[src/rf_tx_pkg.sv]
// Shared constants, layouts and types of the transmitter serial host port
package rf_tx_pkg;

  // ****************************************************
  // Clock and timing
  // ****************************************************
  localparam int CLK_HZ = 25_000_000;
  localparam int CLK_MHZ = CLK_HZ / 1_000_000;
  // Clock output rate after the oscillator is up
  localparam int CLKOUT_HZ = 2_000_000;
  localparam int CLKOUT_HALF_CYC = CLK_HZ / (2 * CLKOUT_HZ);
  // Select-low hold-off before powerdown, least time
  localparam int PD_HOLD_NS = 8_200_000;
  localparam int PD_HOLD_CYC = (PD_HOLD_NS * CLK_MHZ + 999) / 1000;
  // Crystal start-up, longest time
  localparam int XTAL_START_NS = 500_000;
  localparam int XTAL_START_CYC = (XTAL_START_NS * CLK_MHZ) / 1000;
  // Half bit period of the internal bit-rate clock
  localparam int BITRATE_HALF_CYC = 250;

  // ****************************************************
  // Register map
  // ****************************************************
  localparam int ADDR_W = 6;
  localparam int DATA_W = 8;
  localparam logic [5:0] ADDR_CTRL = 6'h15;
  localparam logic [5:0] ADDR_CSUM = 6'h16;
  localparam logic [7:0] CTRL_RESET = 8'h00;
  localparam logic [7:0] CSUM_RESET = 8'h00;

  // Command codes
  localparam logic [1:0] CMD_READ = 2'h0;
  localparam logic [1:0] CMD_WRITE = 2'h1;
  localparam logic [1:0] CMD_NA = 2'h2;
  localparam logic [1:0] CMD_TX = 2'h3;

  // Interface select codes
  localparam logic [1:0] IF_3W_SDIO = 2'h0;
  localparam logic [1:0] IF_4W = 2'h1;
  localparam logic [1:0] IF_3W_AUX = 2'h2;

  // ****************************************************
  // Types
  // ****************************************************
  typedef struct packed {
    logic [3:0] spare;
    logic pd;
    logic pllen;
    logic [1:0] interface_select_field;
  } ctrl_t;

  // Transmit flags in arrival order, first flag is the MSB
  typedef struct packed {
    logic sync;
    logic pa_mode;
    logic manchester;
    logic am_set;
    logic [1:0] channel;
  } tx_cfg_t;

  typedef enum logic [1:0] {
    MODE_POWERDOWN = 2'b00,
    MODE_OSC_ACTIVE = 2'b01,
    MODE_PLL_STANDBY = 2'b10,
    MODE_TX_ACTIVE = 2'b11
  } mode_t;

  typedef enum logic [2:0] {
    PH_CMD = 3'b000,
    PH_WRITE = 3'b001,
    PH_READ = 3'b010,
    PH_TX = 3'b011,
    PH_IGNORE = 3'b100
  } phase_t;

endpackage

[src/rf_tx_serial_host_port.sv]
// Serial host port, mode control and transmit data path of the transmitter
`timescale 1ns/1ps
// Function
// - Select rising in powerdown wakes oscillator; clock output runs once crystal is up
// - Select falling returns the serial engine to its initial state
// - Select held low for the hold-off time forces powerdown
// - With amplifier mode flag set, select falling latches the data pin
// - Sample input on serial clock fall, change output on serial clock rise
// - Three-wire uses data pin both ways; four-wire uses it for input only
// - Four-wire read data leaves on the auxiliary test pin
// - Interface select: 00 3-wire, 01 4-wire, 10 3-wire with aux data, 11 invalid
// - Command is two bits then a six-bit address
// - Write follows with data bytes; read shifts register contents out
// - Codes: 00 read, 01 write, 10 unsupported, 11 transmit with six flags
// - Burst transfers increment the register address after each byte
// - Write transfers XOR command byte and data bytes into checksum
// - Checksum clears on powerdown entry and on any write to it
// - Transmit command honoured only in PLL-standby
// - First flag: 0 asynchronous, 1 synchronous bit-rate latching
// - Second flag: select fall stops amplifier or latches data
// - Third flag: 0 NRZ, 1 Manchester, Manchester only with synchronous
// - Transmit data comes from data pin unless aux pin is selected
// - A detected failure switches the power amplifier off
// - Fourth flag picks amplitude-modulation setting set
// - Last two flags pick frequency channel one to four
// - Serial clock rise after transmit command starts the amplifier
// - Register writes ignored while transmitter active
module rf_tx_serial_host_port #(
  parameter int PD_HOLD_CYCLES = rf_tx_pkg::PD_HOLD_CYC,
  parameter int XTAL_START_CYCLES = rf_tx_pkg::XTAL_START_CYC,
  parameter int BITRATE_HALF_CYCLES = rf_tx_pkg::BITRATE_HALF_CYC
) (
  input wire logic clk,
  input wire logic reset,
  input wire logic ce,
  input wire logic sel_pin,
  input wire logic sck_pin,
  input wire logic sdio_i,
  output logic sdio_o,
  output logic sdio_oe,
  input wire logic aux_test_pin_i,
  output logic aux_test_pin_o,
  output logic aux_test_pin_oe,
  input wire logic fail_detect,
  output logic clock_output_pin,
  output rf_tx_pkg::mode_t mode,
  output logic pa_enable,
  output logic mod_data,
  output rf_tx_pkg::tx_cfg_t tx_cfg
);

  localparam int PDW = $clog2(PD_HOLD_CYCLES + 1);
  localparam int XW = $clog2(XTAL_START_CYCLES + 1);
  localparam int BW = $clog2(BITRATE_HALF_CYCLES + 1);
  localparam int CW = $clog2(rf_tx_pkg::CLKOUT_HALF_CYC + 1);

  // ****************************************************
  // Pin synchronisers
  // ****************************************************
  logic [3:0] pin_s1_q;
  logic [3:0] pin_s2_q;
  logic sel_d_q;
  logic sck_d_q;
  logic sel_s;
  logic sck_s;
  logic sdi_s;
  logic aux_s;
  logic sel_rise;
  logic sel_fall;
  logic sck_rise;
  logic sck_fall;

  // Two flops on every pin before any logic looks at it
  always_ff @(posedge clk) begin
    if (reset) begin
      pin_s1_q <= 4'h0;
      pin_s2_q <= 4'h0;
    end else if (ce) begin
      pin_s1_q <= {aux_test_pin_i, sdio_i, sck_pin, sel_pin};
      pin_s2_q <= pin_s1_q;
    end
  end

  assign sel_s = pin_s2_q[0];
  assign sck_s = pin_s2_q[1];
  assign sdi_s = pin_s2_q[2];
  assign aux_s = pin_s2_q[3];

  // Delayed copies for edge detection
  always_ff @(posedge clk) begin
    if (reset) begin
      sel_d_q <= 1'b0;
      sck_d_q <= 1'b0;
    end else if (ce) begin
      sel_d_q <= sel_s;
      sck_d_q <= sck_s;
    end
  end

  assign sel_rise = sel_s & ~sel_d_q;
  assign sel_fall = ~sel_s & sel_d_q;
  assign sck_rise = sck_s & ~sck_d_q & sel_s;
  assign sck_fall = ~sck_s & sck_d_q & sel_s;

  // ****************************************************
  // Serial engine
  // ****************************************************
  rf_tx_pkg::phase_t phase_q;
  rf_tx_pkg::ctrl_t ctrl_q;
  logic [2:0] bit_cnt_q;
  logic [7:0] in_shift_q;
  logic [7:0] out_shift_q;
  logic [5:0] addr_q;
  logic [7:0] csum_q;
  logic [7:0] rx_byte;
  logic byte_done;
  logic wr_en;
  logic [7:0] mem_rdata;
  logic [7:0] rd_byte;
  logic tx_cmd_ok;

  // Completed byte, MSB first
  assign rx_byte = {in_shift_q[6:0], sdi_s};
  assign byte_done = sck_fall && (bit_cnt_q == 3'h7);
  // Writes dropped while transmitting
  assign wr_en = byte_done && (phase_q == rf_tx_pkg::PH_WRITE)
      && (mode != rf_tx_pkg::MODE_TX_ACTIVE);
  assign tx_cmd_ok = (mode == rf_tx_pkg::MODE_PLL_STANDBY);

  // Bit counter and phase; select fall reinitialises all but the address
  always_ff @(posedge clk) begin
    if (reset) begin
      phase_q <= rf_tx_pkg::PH_CMD;
      bit_cnt_q <= 3'h0;
      in_shift_q <= 8'h00;
      addr_q <= 6'h00;
    end else if (ce) begin
      if (sel_fall || !sel_s) begin
        phase_q <= rf_tx_pkg::PH_CMD;
        bit_cnt_q <= 3'h0;
        in_shift_q <= 8'h00;
      end else if (sck_fall) begin
        bit_cnt_q <= bit_cnt_q + 3'h1;
        in_shift_q <= rx_byte;
        if (bit_cnt_q == 3'h7) begin
          if (phase_q == rf_tx_pkg::PH_CMD) begin
            addr_q <= rx_byte[5:0];
            unique case (rx_byte[7:6])
              rf_tx_pkg::CMD_READ: phase_q <= rf_tx_pkg::PH_READ;
              rf_tx_pkg::CMD_WRITE: phase_q <= rf_tx_pkg::PH_WRITE;
              rf_tx_pkg::CMD_NA: phase_q <= rf_tx_pkg::PH_IGNORE;
              rf_tx_pkg::CMD_TX: phase_q <= rf_tx_pkg::PH_TX;
            endcase
          end else if (phase_q == rf_tx_pkg::PH_WRITE
              || phase_q == rf_tx_pkg::PH_READ) begin
            addr_q <= addr_q + 6'h01;
          end
        end
      end
    end
  end

  // Read data source
  always_comb begin
    if (addr_q == rf_tx_pkg::ADDR_CTRL) begin
      rd_byte = ctrl_q;
    end else if (addr_q == rf_tx_pkg::ADDR_CSUM) begin
      rd_byte = csum_q;
    end else begin
      rd_byte = mem_rdata;
    end
  end

  // Output shifter loads at the first rise of each read byte
  always_ff @(posedge clk) begin
    if (reset) begin
      out_shift_q <= 8'h00;
    end else if (ce) begin
      if (sck_rise && phase_q == rf_tx_pkg::PH_READ) begin
        if (bit_cnt_q == 3'h0) begin
          out_shift_q <= rd_byte;
        end else begin
          out_shift_q <= {out_shift_q[6:0], 1'b0};
        end
      end
    end
  end

  // Read drivers by interface mode
  always_comb begin
    sdio_o = out_shift_q[7];
    aux_test_pin_o = out_shift_q[7];
    sdio_oe = 1'b0;
    aux_test_pin_oe = 1'b0;
    if (sel_s && phase_q == rf_tx_pkg::PH_READ) begin
      unique case (ctrl_q.interface_select_field)
        rf_tx_pkg::IF_3W_SDIO: sdio_oe = 1'b1;
        rf_tx_pkg::IF_4W: aux_test_pin_oe = 1'b1;
        rf_tx_pkg::IF_3W_AUX: sdio_oe = 1'b1;
        default: sdio_oe = 1'b0;
      endcase
    end
  end

  // ****************************************************
  // Register storage
  // ****************************************************
  sfr_mem #(
    .AW(rf_tx_pkg::ADDR_W),
    .DW(rf_tx_pkg::DATA_W)
  ) u_sfr_mem (
    .clk(clk),
    .ce(ce),
    .we(wr_en),
    .waddr(addr_q),
    .wdata(rx_byte),
    .raddr(addr_q),
    .rdata(mem_rdata)
  );

  // Control register, cleared on powerdown
  always_ff @(posedge clk) begin
    if (reset) begin
      ctrl_q <= rf_tx_pkg::CTRL_RESET;
    end else if (ce) begin
      if (mode == rf_tx_pkg::MODE_POWERDOWN) begin
        ctrl_q <= rf_tx_pkg::CTRL_RESET;
      end else if (wr_en && addr_q == rf_tx_pkg::ADDR_CTRL) begin
        ctrl_q <= rx_byte;
      end
    end
  end

  // Write checksum accumulator
  always_ff @(posedge clk) begin
    if (reset) begin
      csum_q <= rf_tx_pkg::CSUM_RESET;
    end else if (ce) begin
      if (mode == rf_tx_pkg::MODE_POWERDOWN) begin
        csum_q <= rf_tx_pkg::CSUM_RESET;
      end else if (wr_en && addr_q == rf_tx_pkg::ADDR_CSUM) begin
        csum_q <= rf_tx_pkg::CSUM_RESET;
      end else if (wr_en) begin
        csum_q <= csum_q ^ rx_byte;
      end else if (byte_done && phase_q == rf_tx_pkg::PH_CMD
          && rx_byte[7:6] == rf_tx_pkg::CMD_WRITE
          && mode != rf_tx_pkg::MODE_TX_ACTIVE) begin
        csum_q <= csum_q ^ rx_byte;
      end
    end
  end

  // ****************************************************
  // Mode control
  // ****************************************************
  logic [PDW-1:0] low_cnt_q;
  logic [XW-1:0] xtal_cnt_q;
  logic xtal_ready;
  logic pd_hold_done;
  logic armed_q;
  logic pa_stop;

  assign xtal_ready = (xtal_cnt_q == XW'(XTAL_START_CYCLES));
  assign pd_hold_done = !sel_s && (low_cnt_q == PDW'(PD_HOLD_CYCLES));
  assign pa_stop = (sel_fall && !tx_cfg.pa_mode) || fail_detect;

  // Select-low timer for the powerdown hold-off
  always_ff @(posedge clk) begin
    if (reset) begin
      low_cnt_q <= '0;
    end else if (ce) begin
      if (sel_s) begin
        low_cnt_q <= '0;
      end else if (!pd_hold_done) begin
        low_cnt_q <= low_cnt_q + PDW'(1);
      end
    end
  end

  // Crystal start-up timer, restarted on wake
  always_ff @(posedge clk) begin
    if (reset) begin
      xtal_cnt_q <= '0;
    end else if (ce) begin
      if (mode == rf_tx_pkg::MODE_POWERDOWN) begin
        xtal_cnt_q <= '0;
      end else if (!xtal_ready) begin
        xtal_cnt_q <= xtal_cnt_q + XW'(1);
      end
    end
  end

  // Transmit command capture
  always_ff @(posedge clk) begin
    if (reset) begin
      armed_q <= 1'b0;
      tx_cfg <= '0;
    end else if (ce) begin
      if (mode != rf_tx_pkg::MODE_PLL_STANDBY
          && mode != rf_tx_pkg::MODE_TX_ACTIVE) begin
        armed_q <= 1'b0;
      end else if (byte_done && phase_q == rf_tx_pkg::PH_CMD
          && rx_byte[7:6] == rf_tx_pkg::CMD_TX && tx_cmd_ok) begin
        armed_q <= 1'b1;
        tx_cfg <= rx_byte[5:0];
      end else if (armed_q && sck_rise) begin
        armed_q <= 1'b0;
      end
    end
  end

  // Mode state machine
  always_ff @(posedge clk) begin
    if (reset) begin
      mode <= rf_tx_pkg::MODE_OSC_ACTIVE;
    end else if (ce) begin
      if (pd_hold_done || (!sel_s && ctrl_q.pd)) begin
        mode <= rf_tx_pkg::MODE_POWERDOWN;
      end else begin
        unique case (mode)
          rf_tx_pkg::MODE_POWERDOWN: begin
            if (sel_rise) begin
              mode <= rf_tx_pkg::MODE_OSC_ACTIVE;
            end
          end
          rf_tx_pkg::MODE_OSC_ACTIVE: begin
            if (ctrl_q.pllen && xtal_ready) begin
              mode <= rf_tx_pkg::MODE_PLL_STANDBY;
            end
          end
          rf_tx_pkg::MODE_PLL_STANDBY: begin
            if (!ctrl_q.pllen) begin
              mode <= rf_tx_pkg::MODE_OSC_ACTIVE;
            end else if (armed_q && sck_rise) begin
              mode <= rf_tx_pkg::MODE_TX_ACTIVE;
            end
          end
          rf_tx_pkg::MODE_TX_ACTIVE: begin
            if (pa_stop) begin
              mode <= rf_tx_pkg::MODE_PLL_STANDBY;
            end
          end
        endcase
      end
    end
  end

  assign pa_enable = (mode == rf_tx_pkg::MODE_TX_ACTIVE) && !fail_detect;

  // ****************************************************
  // Clock output divider
  // ****************************************************
  logic [CW-1:0] ck_cnt_q;

  always_ff @(posedge clk) begin
    if (reset) begin
      ck_cnt_q <= '0;
      clock_output_pin <= 1'b0;
    end else if (ce) begin
      if (mode == rf_tx_pkg::MODE_POWERDOWN || !xtal_ready) begin
        ck_cnt_q <= '0;
        clock_output_pin <= 1'b0;
      end else if (ck_cnt_q == CW'(rf_tx_pkg::CLKOUT_HALF_CYC - 1)) begin
        ck_cnt_q <= '0;
        clock_output_pin <= ~clock_output_pin;
      end else begin
        ck_cnt_q <= ck_cnt_q + CW'(1);
      end
    end
  end

  // ****************************************************
  // Transmit data path
  // ****************************************************
  logic tx_pin;
  logic edge_bit_q;
  logic [BW-1:0] br_cnt_q;
  logic half_q;
  logic sync_bit_q;
  logic src_bit;

  assign tx_pin = (ctrl_q.interface_select_field == rf_tx_pkg::IF_3W_AUX)
      ? aux_s : sdi_s;
  assign src_bit = tx_cfg.pa_mode ? edge_bit_q : tx_pin;

  // Select-fall data latch
  always_ff @(posedge clk) begin
    if (reset) begin
      edge_bit_q <= 1'b0;
    end else if (ce) begin
      if (sel_fall && mode == rf_tx_pkg::MODE_TX_ACTIVE
          && tx_cfg.pa_mode) begin
        edge_bit_q <= tx_pin;
      end
    end
  end

  // Bit-rate clock restarts when the amplifier starts
  always_ff @(posedge clk) begin
    if (reset) begin
      br_cnt_q <= '0;
      half_q <= 1'b0;
      sync_bit_q <= 1'b0;
    end else if (ce) begin
      if (mode != rf_tx_pkg::MODE_TX_ACTIVE) begin
        br_cnt_q <= '0;
        half_q <= 1'b0;
        sync_bit_q <= src_bit;
      end else if (br_cnt_q == BW'(BITRATE_HALF_CYCLES - 1)) begin
        br_cnt_q <= '0;
        half_q <= ~half_q;
        if (half_q) begin
          sync_bit_q <= src_bit;
        end
      end else begin
        br_cnt_q <= br_cnt_q + BW'(1);
      end
    end
  end

  // Modulator data, registered
  always_ff @(posedge clk) begin
    if (reset) begin
      mod_data <= 1'b0;
    end else if (ce) begin
      if (mode != rf_tx_pkg::MODE_TX_ACTIVE) begin
        mod_data <= 1'b0;
      end else if (!tx_cfg.sync) begin
        mod_data <= src_bit;
      end else if (tx_cfg.manchester) begin
        mod_data <= sync_bit_q ^ half_q;
      end else begin
        mod_data <= sync_bit_q;
      end
    end
  end

endmodule

[src/sfr_mem.sv]
// Special-function register storage with registered read data
`timescale 1ns/1ps
module sfr_mem #(
  parameter int AW = 6,
  parameter int DW = 8
) (
  input wire logic clk,
  input wire logic ce,
  input wire logic we,
  input wire logic [AW-1:0] waddr,
  input wire logic [DW-1:0] wdata,
  input wire logic [AW-1:0] raddr,
  output logic [DW-1:0] rdata
);

  logic [DW-1:0] mem [0:(1<<AW)-1];

  // ****************************************************
  // Write port
  // ****************************************************
  always_ff @(posedge clk) begin
    if (ce && we) begin
      mem[waddr] <= wdata;
    end
  end

  // ****************************************************
  // Registered read port
  // ****************************************************
  always_ff @(posedge clk) begin
    if (ce) begin
      rdata <= mem[raddr];
    end
  end

endmodule

[config.mk]
export PLATFORM = sky130hd
export DESIGN_NAME = rf_tx_serial_host_port
export DESIGN_NICKNAME = d
export VERILOG_FILES = /design/src/rf_tx_pkg.sv /design/src/rf_tx_serial_host_port.sv /design/src/sfr_mem.sv
export SDC_FILE = /design/constraint.sdc
export NUM_CORES = 1
export LEC_CHECK = 0
export ABC_AREA = 1
export BUFFER_PORTS_ARGS = -buffer_cell sky130_fd_sc_hd__buf_2
export CORE_ASPECT_RATIO = 0.9
export CORE_MARGIN = 3
export CORE_UTILIZATION = 40
export CTS_CLUSTER_SIZE = 20
export DETAILED_ROUTE_END_ITERATION = 8
export PLACE_DENSITY_LB_ADDON = 0.2
export SETUP_SLACK_MARGIN = 0.3
export SLEW_MARGIN = 25
export SYNTH_ARGS = -nofsm -noshare
export SYNTH_HDL_FRONTEND = slang
export SYNTH_SLANG_ARGS = --single-unit
[constraint.sdc]
create_clock -name clk -period 3 [get_ports clk]
set_input_delay 0.6 -clock clk [delete_from_list [all_inputs] [get_ports clk]]
set_output_delay 0.6 -clock clk [all_outputs]
set_load 0.01 [all_outputs]
## After elaboration in Yosys (flattened, before gate mapping)

Memories as Yosys holds them, arrays and structs flattened. A register that Yosys moved wholly into a read port is not among the register bits.
Index checks and enable logic that the tools add are counted.

- Register bits: 110
- Bits in writable memories: 512
- Output and inout port bits: 15
- Word-level logic and storage cells: 196
- Memories kept: 1

- Add/subtract/negate cells: 6
- Equality and inequality tests: 25
- Multiplexer cells: 56
- Bitwise operators: 16
- Reductions and logical operators: 62

Memory list:

| memory | words | bits a word | read ports | clocked after Yosys merged registers in | write ports | line | RTL |
|---|---|---|---|---|---|---|---|
| u_sfr_mem.mem | 64 | 8 | 1 | 1 | 1 | sfr_mem.sv:16 | `logic [DW-1:0] mem [0:(1<<AW)-1];` |

Operator list:

| kind | count |
|---|---|
| two-way mux 8 bit | 11 |
| two-way mux 18 bit | 2 |
| two-way mux 14 bit | 2 |
| two-way mux 3 bit | 8 |
| logical AND 1 bit | 22 |
| two-way mux 1 bit | 21 |
| AND reduction 2 bit | 10 |
| adder 18 x 1 -> 18 bit, second input constant | 1 |
| equality test 18 bit, second input constant | 1 |
| nonzero test 2 bit | 8 |
| adder 14 x 1 -> 14 bit, second input constant | 1 |
| equality test 14 bit, second input constant | 1 |
| two-way mux 7 bit | 2 |
| equality test 6 x 5 -> 1 bit, second input constant | 2 |
| two-way mux 2 bit | 6 |
| two-way mux 6 bit | 2 |
| one-hot mux 3 bit (4 select lines) | 1 |
| equality test 2 bit, second input constant | 5 |
| AND reduction 5 bit | 2 |
| adder 8 x 1 -> 8 bit, second input constant | 1 |
| equality test 8 bit, second input constant | 1 |
| NOT 1 bit | 8 |
| one-hot mux 2 bit (4 select lines) | 1 |
| bitwise XOR 8 bit | 1 |
| 22 further kinds | 45 |

## Logic depth before layout (Yosys ltp)

Gate-level depths: netlist (run 1).

- Depth in word-level cells: 11
- Mapped depth: 14
- Gate-level depth less buffers: 13

## Modules after synthesis

From an unflattened synthesis (run 1), not the netlist that was laid out.

- Cell total of the unflattened synthesis: 2664
- Area total of the unflattened synthesis: 27298.7 um^2

Modules (own cells, without submodules):

| module | instances | cells an instance | area each (um^2) | seq. area each (um^2) |
|---|---|---|---|---|
| sfr_mem | 1 | 1808 | 21358.0 | 15615.0 |
| rf_tx_serial_host_port | 1 | 856 | 5940.7 | 2202.1 |

## Worst setup path before layout (run 1)

Ideal clock, no wire load.

- Path kind: register to register
- Start point: register in_shift_q[5]
- End point: register tx_cfg[2] (netlist bit)
- Setup time: 70 ps
- Arrival: 2132 ps
- Data required time: 2930 ps
- Setup slack: 799 ps
- Stages on the path, launching flop included: 7
- Clock period less this slack: 2201 ps
- Cell sequence: dfxtp_1 -> ha_1 -> and3_1 -> nand3_2 -> inv_1 -> o21ai_0 -> a21oi_1

- Word-level cells in the longest chain between the ends: 4

Ends and longest elaborated chain:

| item | line | RTL |
|---|---|---|
| from (decl) | rf_tx_serial_host_port.sv:111 | `logic [7:0] in_shift_q;` |
| from (signal assigned) | rf_tx_serial_host_port.sv:144 | `in_shift_q <= rx_byte;` |
| equality test 2 bit | rf_tx_serial_host_port.sv:303 | `&& rx_byte[7:6] == rf_tx_pkg::CMD_TX && tx_cmd_ok) begin` |
| logical AND 1 bit (2 in series) | rf_tx_serial_host_port.sv:303 |  |
| AND reduction 3 bit (no source line) | - |  |
| to (signal assigned) | rf_tx_serial_host_port.sv:305 | `tx_cfg <= rx_byte[5:0];` |
| to (decl) | rf_tx_serial_host_port.sv:49 | `output rf_tx_pkg::tx_cfg_t tx_cfg` |

No other way between the ends.
A chain may end at the register's enable or synchronous reset.

==> results.json, run 1 <==
{
  "antenna_found_initial": 0,
  "status": "finished clean",
  "crit_top_cell": "nand2_1",
  "synth-seq-area-share_pct": 65.6,
  "netlist_area_um2": 27200,
  "hold_buffers": 0,
  "power.density_nw_per_um2": 581,
  "drc": 0,
  "dr.first_iter.drc_count": 1990,
  "grt_overflow_total": 0,
  "holdCritPathClass": "input pin to register",
  "setup_tns_ns": 0,
  "synthCells": 2788,
  "startpoint_type": "register",
  "cts.clk_slew.worst_paths_ns": 0.06,
  "cts_tree": "yes",
  "final_hold_viol_count": 0,
  "grt_usage_pct": 21.1,
  "layout_setup_ws_ns": 0.448,
  "avgRoutedWirePerCell_um": 19.6,
  "totalWireLength_um": 74400,
  "yosysUniqueCellTypes": 42,
  "slew_headroom_pct": 35.0,
  "slew_violations": 0,
  "grt_pass1_wl_um": 114000,
  "via_count": 19665,
  "slowest_delay_ns": 0.55,
  "layout-drive-gt1-share_pct": 10.6,
  "final_nets": 2909,
  "synthFlopType": "edfxtp_1",
  "endpoint_kind": "register",
  "syn2layout_area_growth_pct": 13.9,
  "worst_pin_slew_ns": 0.975,
  "synthArstFlopShare_pct": 0,
  "drv_cap": 0,
  "ir_worst_vdd_v": 0.000504,
  "die_y_um": 253,
  "power.total_mw": 18.0,
  "slowest_stage": "dfxtp_4",
  "ios": 23,
  "syn_nets": 2812,
  "grt_pass1_vias": 19150,
  "clockBufferDepth": 3,
  "synthTopCellsByArea": "edfxtp_1 (58%), nand2_1 (17%), dfxtp_1 (8.1%)",
  "dr.pass1.iters": 6,
  "synth-seq-cells": 630,
  "initial_core_util_pct": 40.9,
  "clkSinkCount": 630,
  "skew_ns": 0.0242,
  "yosys.area.top_type_share_pct": 57.5,
  "antenna_left": 0,
  "fin_cells": 3804,
  "min_period_over_period_pct": 85.1,
  "numCtsBuffers": 69,
  "required_ns": 3.34,
  "path_max_fanout": 38,
  "yosysMostFrequentCell": "nand2_1",
  "yosysTopAreaCell": "edfxtp_1",
  "core.rowCount": 89,
  "antennaDiodeCount": 0,
  "post-dp-hpwl_um": 46100,
  "post-place-ws_ns": 0.350,
  "die-area_um2": 71100,
  "yosys_warnings": 0,
  "rsz0062_at_grt": "no",
  "worstPathArrival_ns": 2.89,
  "route.detailed.vias_per_inst": 5.17,
  "port_buffers": 22,
  "clock-root-buffer": "clkbuf_16",
  "avgSynthCellArea_um2": 9.74,
  "setup_viol": 0,
  "core_um2": 66400,
  "grt_max_degree": 70,
  "place_inst": 3677,
  "synth_edf_count": 520,
  "htreeDepth": 3,
  "place_congestion": 0.850,
  "critPathKind": "register to register",
  "max_freq_mhz": 392,
  "die_x_um": 281,
  "clkLatencyLatePin_ns": 0.62,
  "path_cells": "inv_6, nand3_1, inv_2, nand2_1, nand2_1, nor2_1, nand2_1, nand2_1, nand2_1, nor2_1, nand2_1",
  "p_leak_nw": 11.7,
  "fin_crit_ns": 2.55,
  "synthTopCellsByCount": "nand2_1 (1195), edfxtp_1 (520), nor2_1 (245)",
  "fill_cells": 6214
}
[power breakdown]
part | switching (mW) | internal, mW
registers | 0.0238 | 9.37
logic | 0.175 | 0.0555
clock network | 3.46 | 4.88
[layout by cell type (no fill, tap or decap), types with 4 or more instances in the layout]
master and n:
inv_6 5, buf_4 108, nand3_1 75, clkbuf_16 74, o21ai_0 96, nor2_1 245
dfxtp_2 9, inv_4 4, nor2_2 7, a21oi_1 181, nand4_1 25, xor2_1 4
clkinv_2 14, nand2_2 11, inv_2 18, nand2_1 1191, clkinv_1 12, buf_12 7
o211ai_1 7, a211oi_1 8, nor3_1 18, nand3_2 5, nor2_4 6, bufinv_16 4
dfxtp_1 99, a22oi_1 7, ha_1 16, clkbuf_1 14, buf_2 22, inv_1 96
edfxtp_1 520
[metrics by stage]
stage                     hold slack (ns)  cell area, um^2  util (%)
final                               0.202            30900      46.6
after global routing                0.212            30900      46.6
after CTS                           0.177            30900      46.6
after detailed placement            0.446            28700      43.2
after global placement              0.444            28700      43.2
after floorplan                     0.425            27200         -
[layout make-up]
type / instances / area, um^2 / area share [%]
clock buffer: 89 / 1910 / 6.18
inverter: 119 / 458 / 1.48
multi-input combinational: 1927 / 8260 / 26.7
timing repair buffer: 138 / 1070 / 3.47
tap: 864 / 1080 / 3.49
clock inverter: 37 / 314 / 1.02
sequential: 630 / 17800 / 57.7
[final timing paths]
kind	startpoint	end	slack, ns	cells after the start
worst max-delay path	addr_q[0]$_SDFFE_PP0P_	u_sfr_mem.rdata[2]$_DFFE_PP_	0.45	11
worst min-delay path	aux_test_pin_i	pin_s1_q[3]$_SDFFE_PP0P_	0.20	3
worst max register to register	addr_q[0]$_SDFFE_PP0P_	u_sfr_mem.rdata[2]$_DFFE_PP_	0.45	11
worst min register to register	pin_s2_q[3]$_SDFFE_PP0P_	pin_s2_q[3]$_SDFFE_PP0P_	0.46	2
[kinds of logic (layout without fill, tap and decap cells)]
| group | Yosys count | in the layout | share of synthesized area, % |
|---|---|---|---|
| xor gates and xnor gates | 7 | 7 | 0.226 |
| DFF | 630 | 630 | 65.6 |
| adders and majority gates | 16 | 16 | 0.737 |
| and+or+nand+nor | 1598 | 1598 | 23.5 |
| AOI/OAI and AO/OA | 306 | 306 | 5.94 |
| buffers and inverters | 231 | 383 | 4.00 |
[worst max-delay path: cells and delay by family (launching register included)]
family        cells  cell delay [ns]
buf+inv           2             0.47
flops             1             0.55
simple gates      9             1.23
[routing by layer]
layer | part of all wire (%) | wire length, um | vias to the layer above | GRT usage (%)
met2 | 45 | 33400 | 675 | 32.7
met5 | 0 | 0 | - | 0
met4 | 2.2 | 1660 | 0 | 5.39
li1 | - | - | 9471 | -
met3 | 7.8 | 5790 | 116 | 4.70
met1 | 45 | 33600 | 9403 | 30.1
[flip-flops by register name (all words and copies together), names as in the netlist, 3 cells and up]
name,flops
xtal_cnt_q,14
bit_cnt_q,3
u_sfr_mem.rdata,8
phase_q,3
csum_q,8
pin_s2_q,4
addr_q,6
ck_cnt_q,3
out_shift_q,8
br_cnt_q,8
u_sfr_mem.mem,512
low_cnt_q,18
in_shift_q,7
tx_cfg,6
ctrl_q,8
pin_s1_q,4
[what timing repair did]
| item | in CTS | in global routing |
|---|---|---|
| setup endpoints to repair | 0 | 285 |
| endpoints found under the hold margin | 0 | 0 |
| buffers inserted | 0 | 1 |
| gates resized for setup | 0 | 6 |
Note: power is estimated with default switching activity, not from simulation.
==> inputs of run 2 (changes only) <==
- PLACE_DENSITY: default -> 0.52
- PLACE_DENSITY_LB_ADDON: 0.2 -> default
==> results.json, run 2 (synthesis results as in run 1) <==
{
  "cts_setup_buffers": 0,
  "drc": 0,
  "antennaDiodeCount": 0,
  "setup_tns_ns": 0,
  "die_y_um": 253,
  "core_um2": 66400,
  "path_max_fanout": 68,
  "ff2ff_path_depth": 9,
  "antenna_found_initial": 0,
  "htreeDepth": 3,
  "reg2reg_setup_slack_ns": 0.48,
  "top_regs": "u_sfr_mem.mem (512), low_cnt_q (18), xtal_cnt_q (14)",
  "clkLatencyLatePin_ns": 0.61,
  "required_ns": 3.35,
  "postLayoutCoreUtil_pct": 46.5,
  "via_count": 19653,
  "power.density_nw_per_um2": 577,
  "holdCritPathClass": "input pin to register",
  "r2r-start": "addr_q[0]$_SDFFE_PP0P_",
  "rsz0062_at_grt": "no",
  "crit_buf_inv": 1,
  "die_x_um": 281,
  "layout_setup_ws_ns": 0.484,
  "syn2layout_area_growth_pct": 13.7,
  "drv_cap": 0,
  "setup_viol": 0,
  "clkSinkCount": 630,
  "grt_overflow_total": 0,
  "grt_pass1_wl_um": 116000,
  "worstHoldStart": "sdio_i",
  "skew_ns": 0.0138,
  "endpoint_kind": "register",
  "cts_tree": "yes",
  "max_freq_mhz": 398,
  "dr.first_iter.drc_count": 1858,
  "worstPathArrival_ns": 2.86,
  "slew_headroom_pct": 33.5,
  "startpoint": "addr_q[0]$_SDFFE_PP0P_",
  "worstReg2RegEnd": "u_sfr_mem.rdata[3]$_DFFE_PP_",
  "ir_worst_vdd_v": 0.000484,
  "dr.pass1.iters": 6,
  "slowest_stage": "o21ai_0",
  "totalWireLength_um": 75700,
  "final_nets": 2915,
  "hold_buffers": 0,
  "cts_repair_resize_count": 0,
  "ios": 23,
  "layout-drive-gt1-share_pct": 10.5,
  "crit_family": "compound AO/OA/AOI/OAI gates",
  "min_period_over_period_pct": 83.9,
  "met1_usage_pct": 29.9,
  "avgRoutedWirePerCell_um": 19.9,
  "port_buffers": 22,
  "grt_pass1_vias": 19274,
  "startpoint_type": "register",
  "final_hold_viol_count": 0,
  "place_congestion": 0.866,
  "route.detailed.vias_per_inst": 5.16,
  "grtUsageMet3_pct": 4.36,
  "worst_pin_slew_ns": 0.997,
  "grt_usage_pct": 21.4,
  "crit_top_cell": "nand2_1",
  "slowest_delay_ns": 0.66,
  "min_path_cells": 3,
  "slew_violations": 0,
  "post-place-ws_ns": 0.410,
  "numCtsBuffers": 70,
  "clockBufferDepth": 3,
  "hold_end": "pin_s1_q[2]$_SDFFE_PP0P_",
  "use_met2_pct": 33.8,
  "fill_cells": 6300,
  "grt_max_degree": 116,
  "p_leak_nw": 11.7,
  "largest_reg_flops": 512,
  "fin_crit_ns": 2.52,
  "initial_core_util_pct": 40.9,
  "critPathKind": "register to register",
  "clock-root-buffer": "clkbuf_16",
  "die-area_um2": 71100,
  "path_cells": "buf_4, nand2_1, nand2_1, nand2_1, a21oi_1, o21ai_0, nand2_1, nor2_1, nand2_1",
  "final_cell_mix": "nand2_1 (1194), edfxtp_1 (520), nor2_1 (245)",
  "grt.busiest_layer": "met2",
  "post-dp-hpwl_um": 47100,
  "mostFrequentLayoutCell": "nand2_1",
  "antenna_left": 0,
  "status": "finished clean",
  "cts.clk_slew.worst_paths_ns": 0.06,
  "regMostFlops": "u_sfr_mem.mem",
  "core.rowCount": 89
}
-- run 2: metrics by stage --
step	instance area (um^2)	instances	power [mW]	hold slack, ns
after detailed placement	28700	3683	9.81	0.457
after CTS	30900	3811	18.0	0.198
after global routing	30900	3811	18.4	0.229
after floorplan	27200	2788	9.73	0.425
after global placement	28700	3683	9.80	0.448
final	30900	3811	17.8	0.233
-- run 2: metal layers --
metal  up-vias  routed length [um]
met5         -                   0
met3       148                4980
met2       576               34100
met1      9453               34400
met4         0                2170
li1       9476                   -
-- run 2: worst min-delay path: stages --
cell and delay, ns:
buf_2 0.08, nor2_1 0.04, nor2_1 0.09
-- run 2: area by class of cell --
cell class                      count  area (um^2)  share of cell area (%)
Timing Repair Buffer              143         1080                    3.50
Tap cell                          864         1080                    3.50
Clock inverter                     42          253                   0.819
Sequential cell                   630        17800                    57.8
Multi-Input combinational cell   1927         8250                    26.7
Inverter                          119          455                    1.48
Clock buffer                       86         1920                    6.20
-- run 2: where the power goes --
group,leakage [nW],switching (mW),internal (mW)
sequential,5.22,0.0254,9.37
combinational,5.36,0.175,0.0532
clock,1.07,3.48,4.71
total,11.7,3.68,14.1
-- run 2: worst max-delay path by stage --
stage | to | slack [ns] | cells past startpoint
floorplan | tx_cfg[2]$_SDFFE_PP0P_ | 0.80 | 6
global placement | u_sfr_mem.mem[11][7]$_DFFE_PP_ | 0.49 | 9
detailed placement | u_sfr_mem.mem[11][5]$_DFFE_PP_ | 0.41 | 9
CTS | u_sfr_mem.mem[11][5]$_DFFE_PP_ | 0.38 | 9
global route | u_sfr_mem.rdata[3]$_DFFE_PP_ | 0.40 | 9
finish | u_sfr_mem.rdata[3]$_DFFE_PP_ | 0.48 | 9
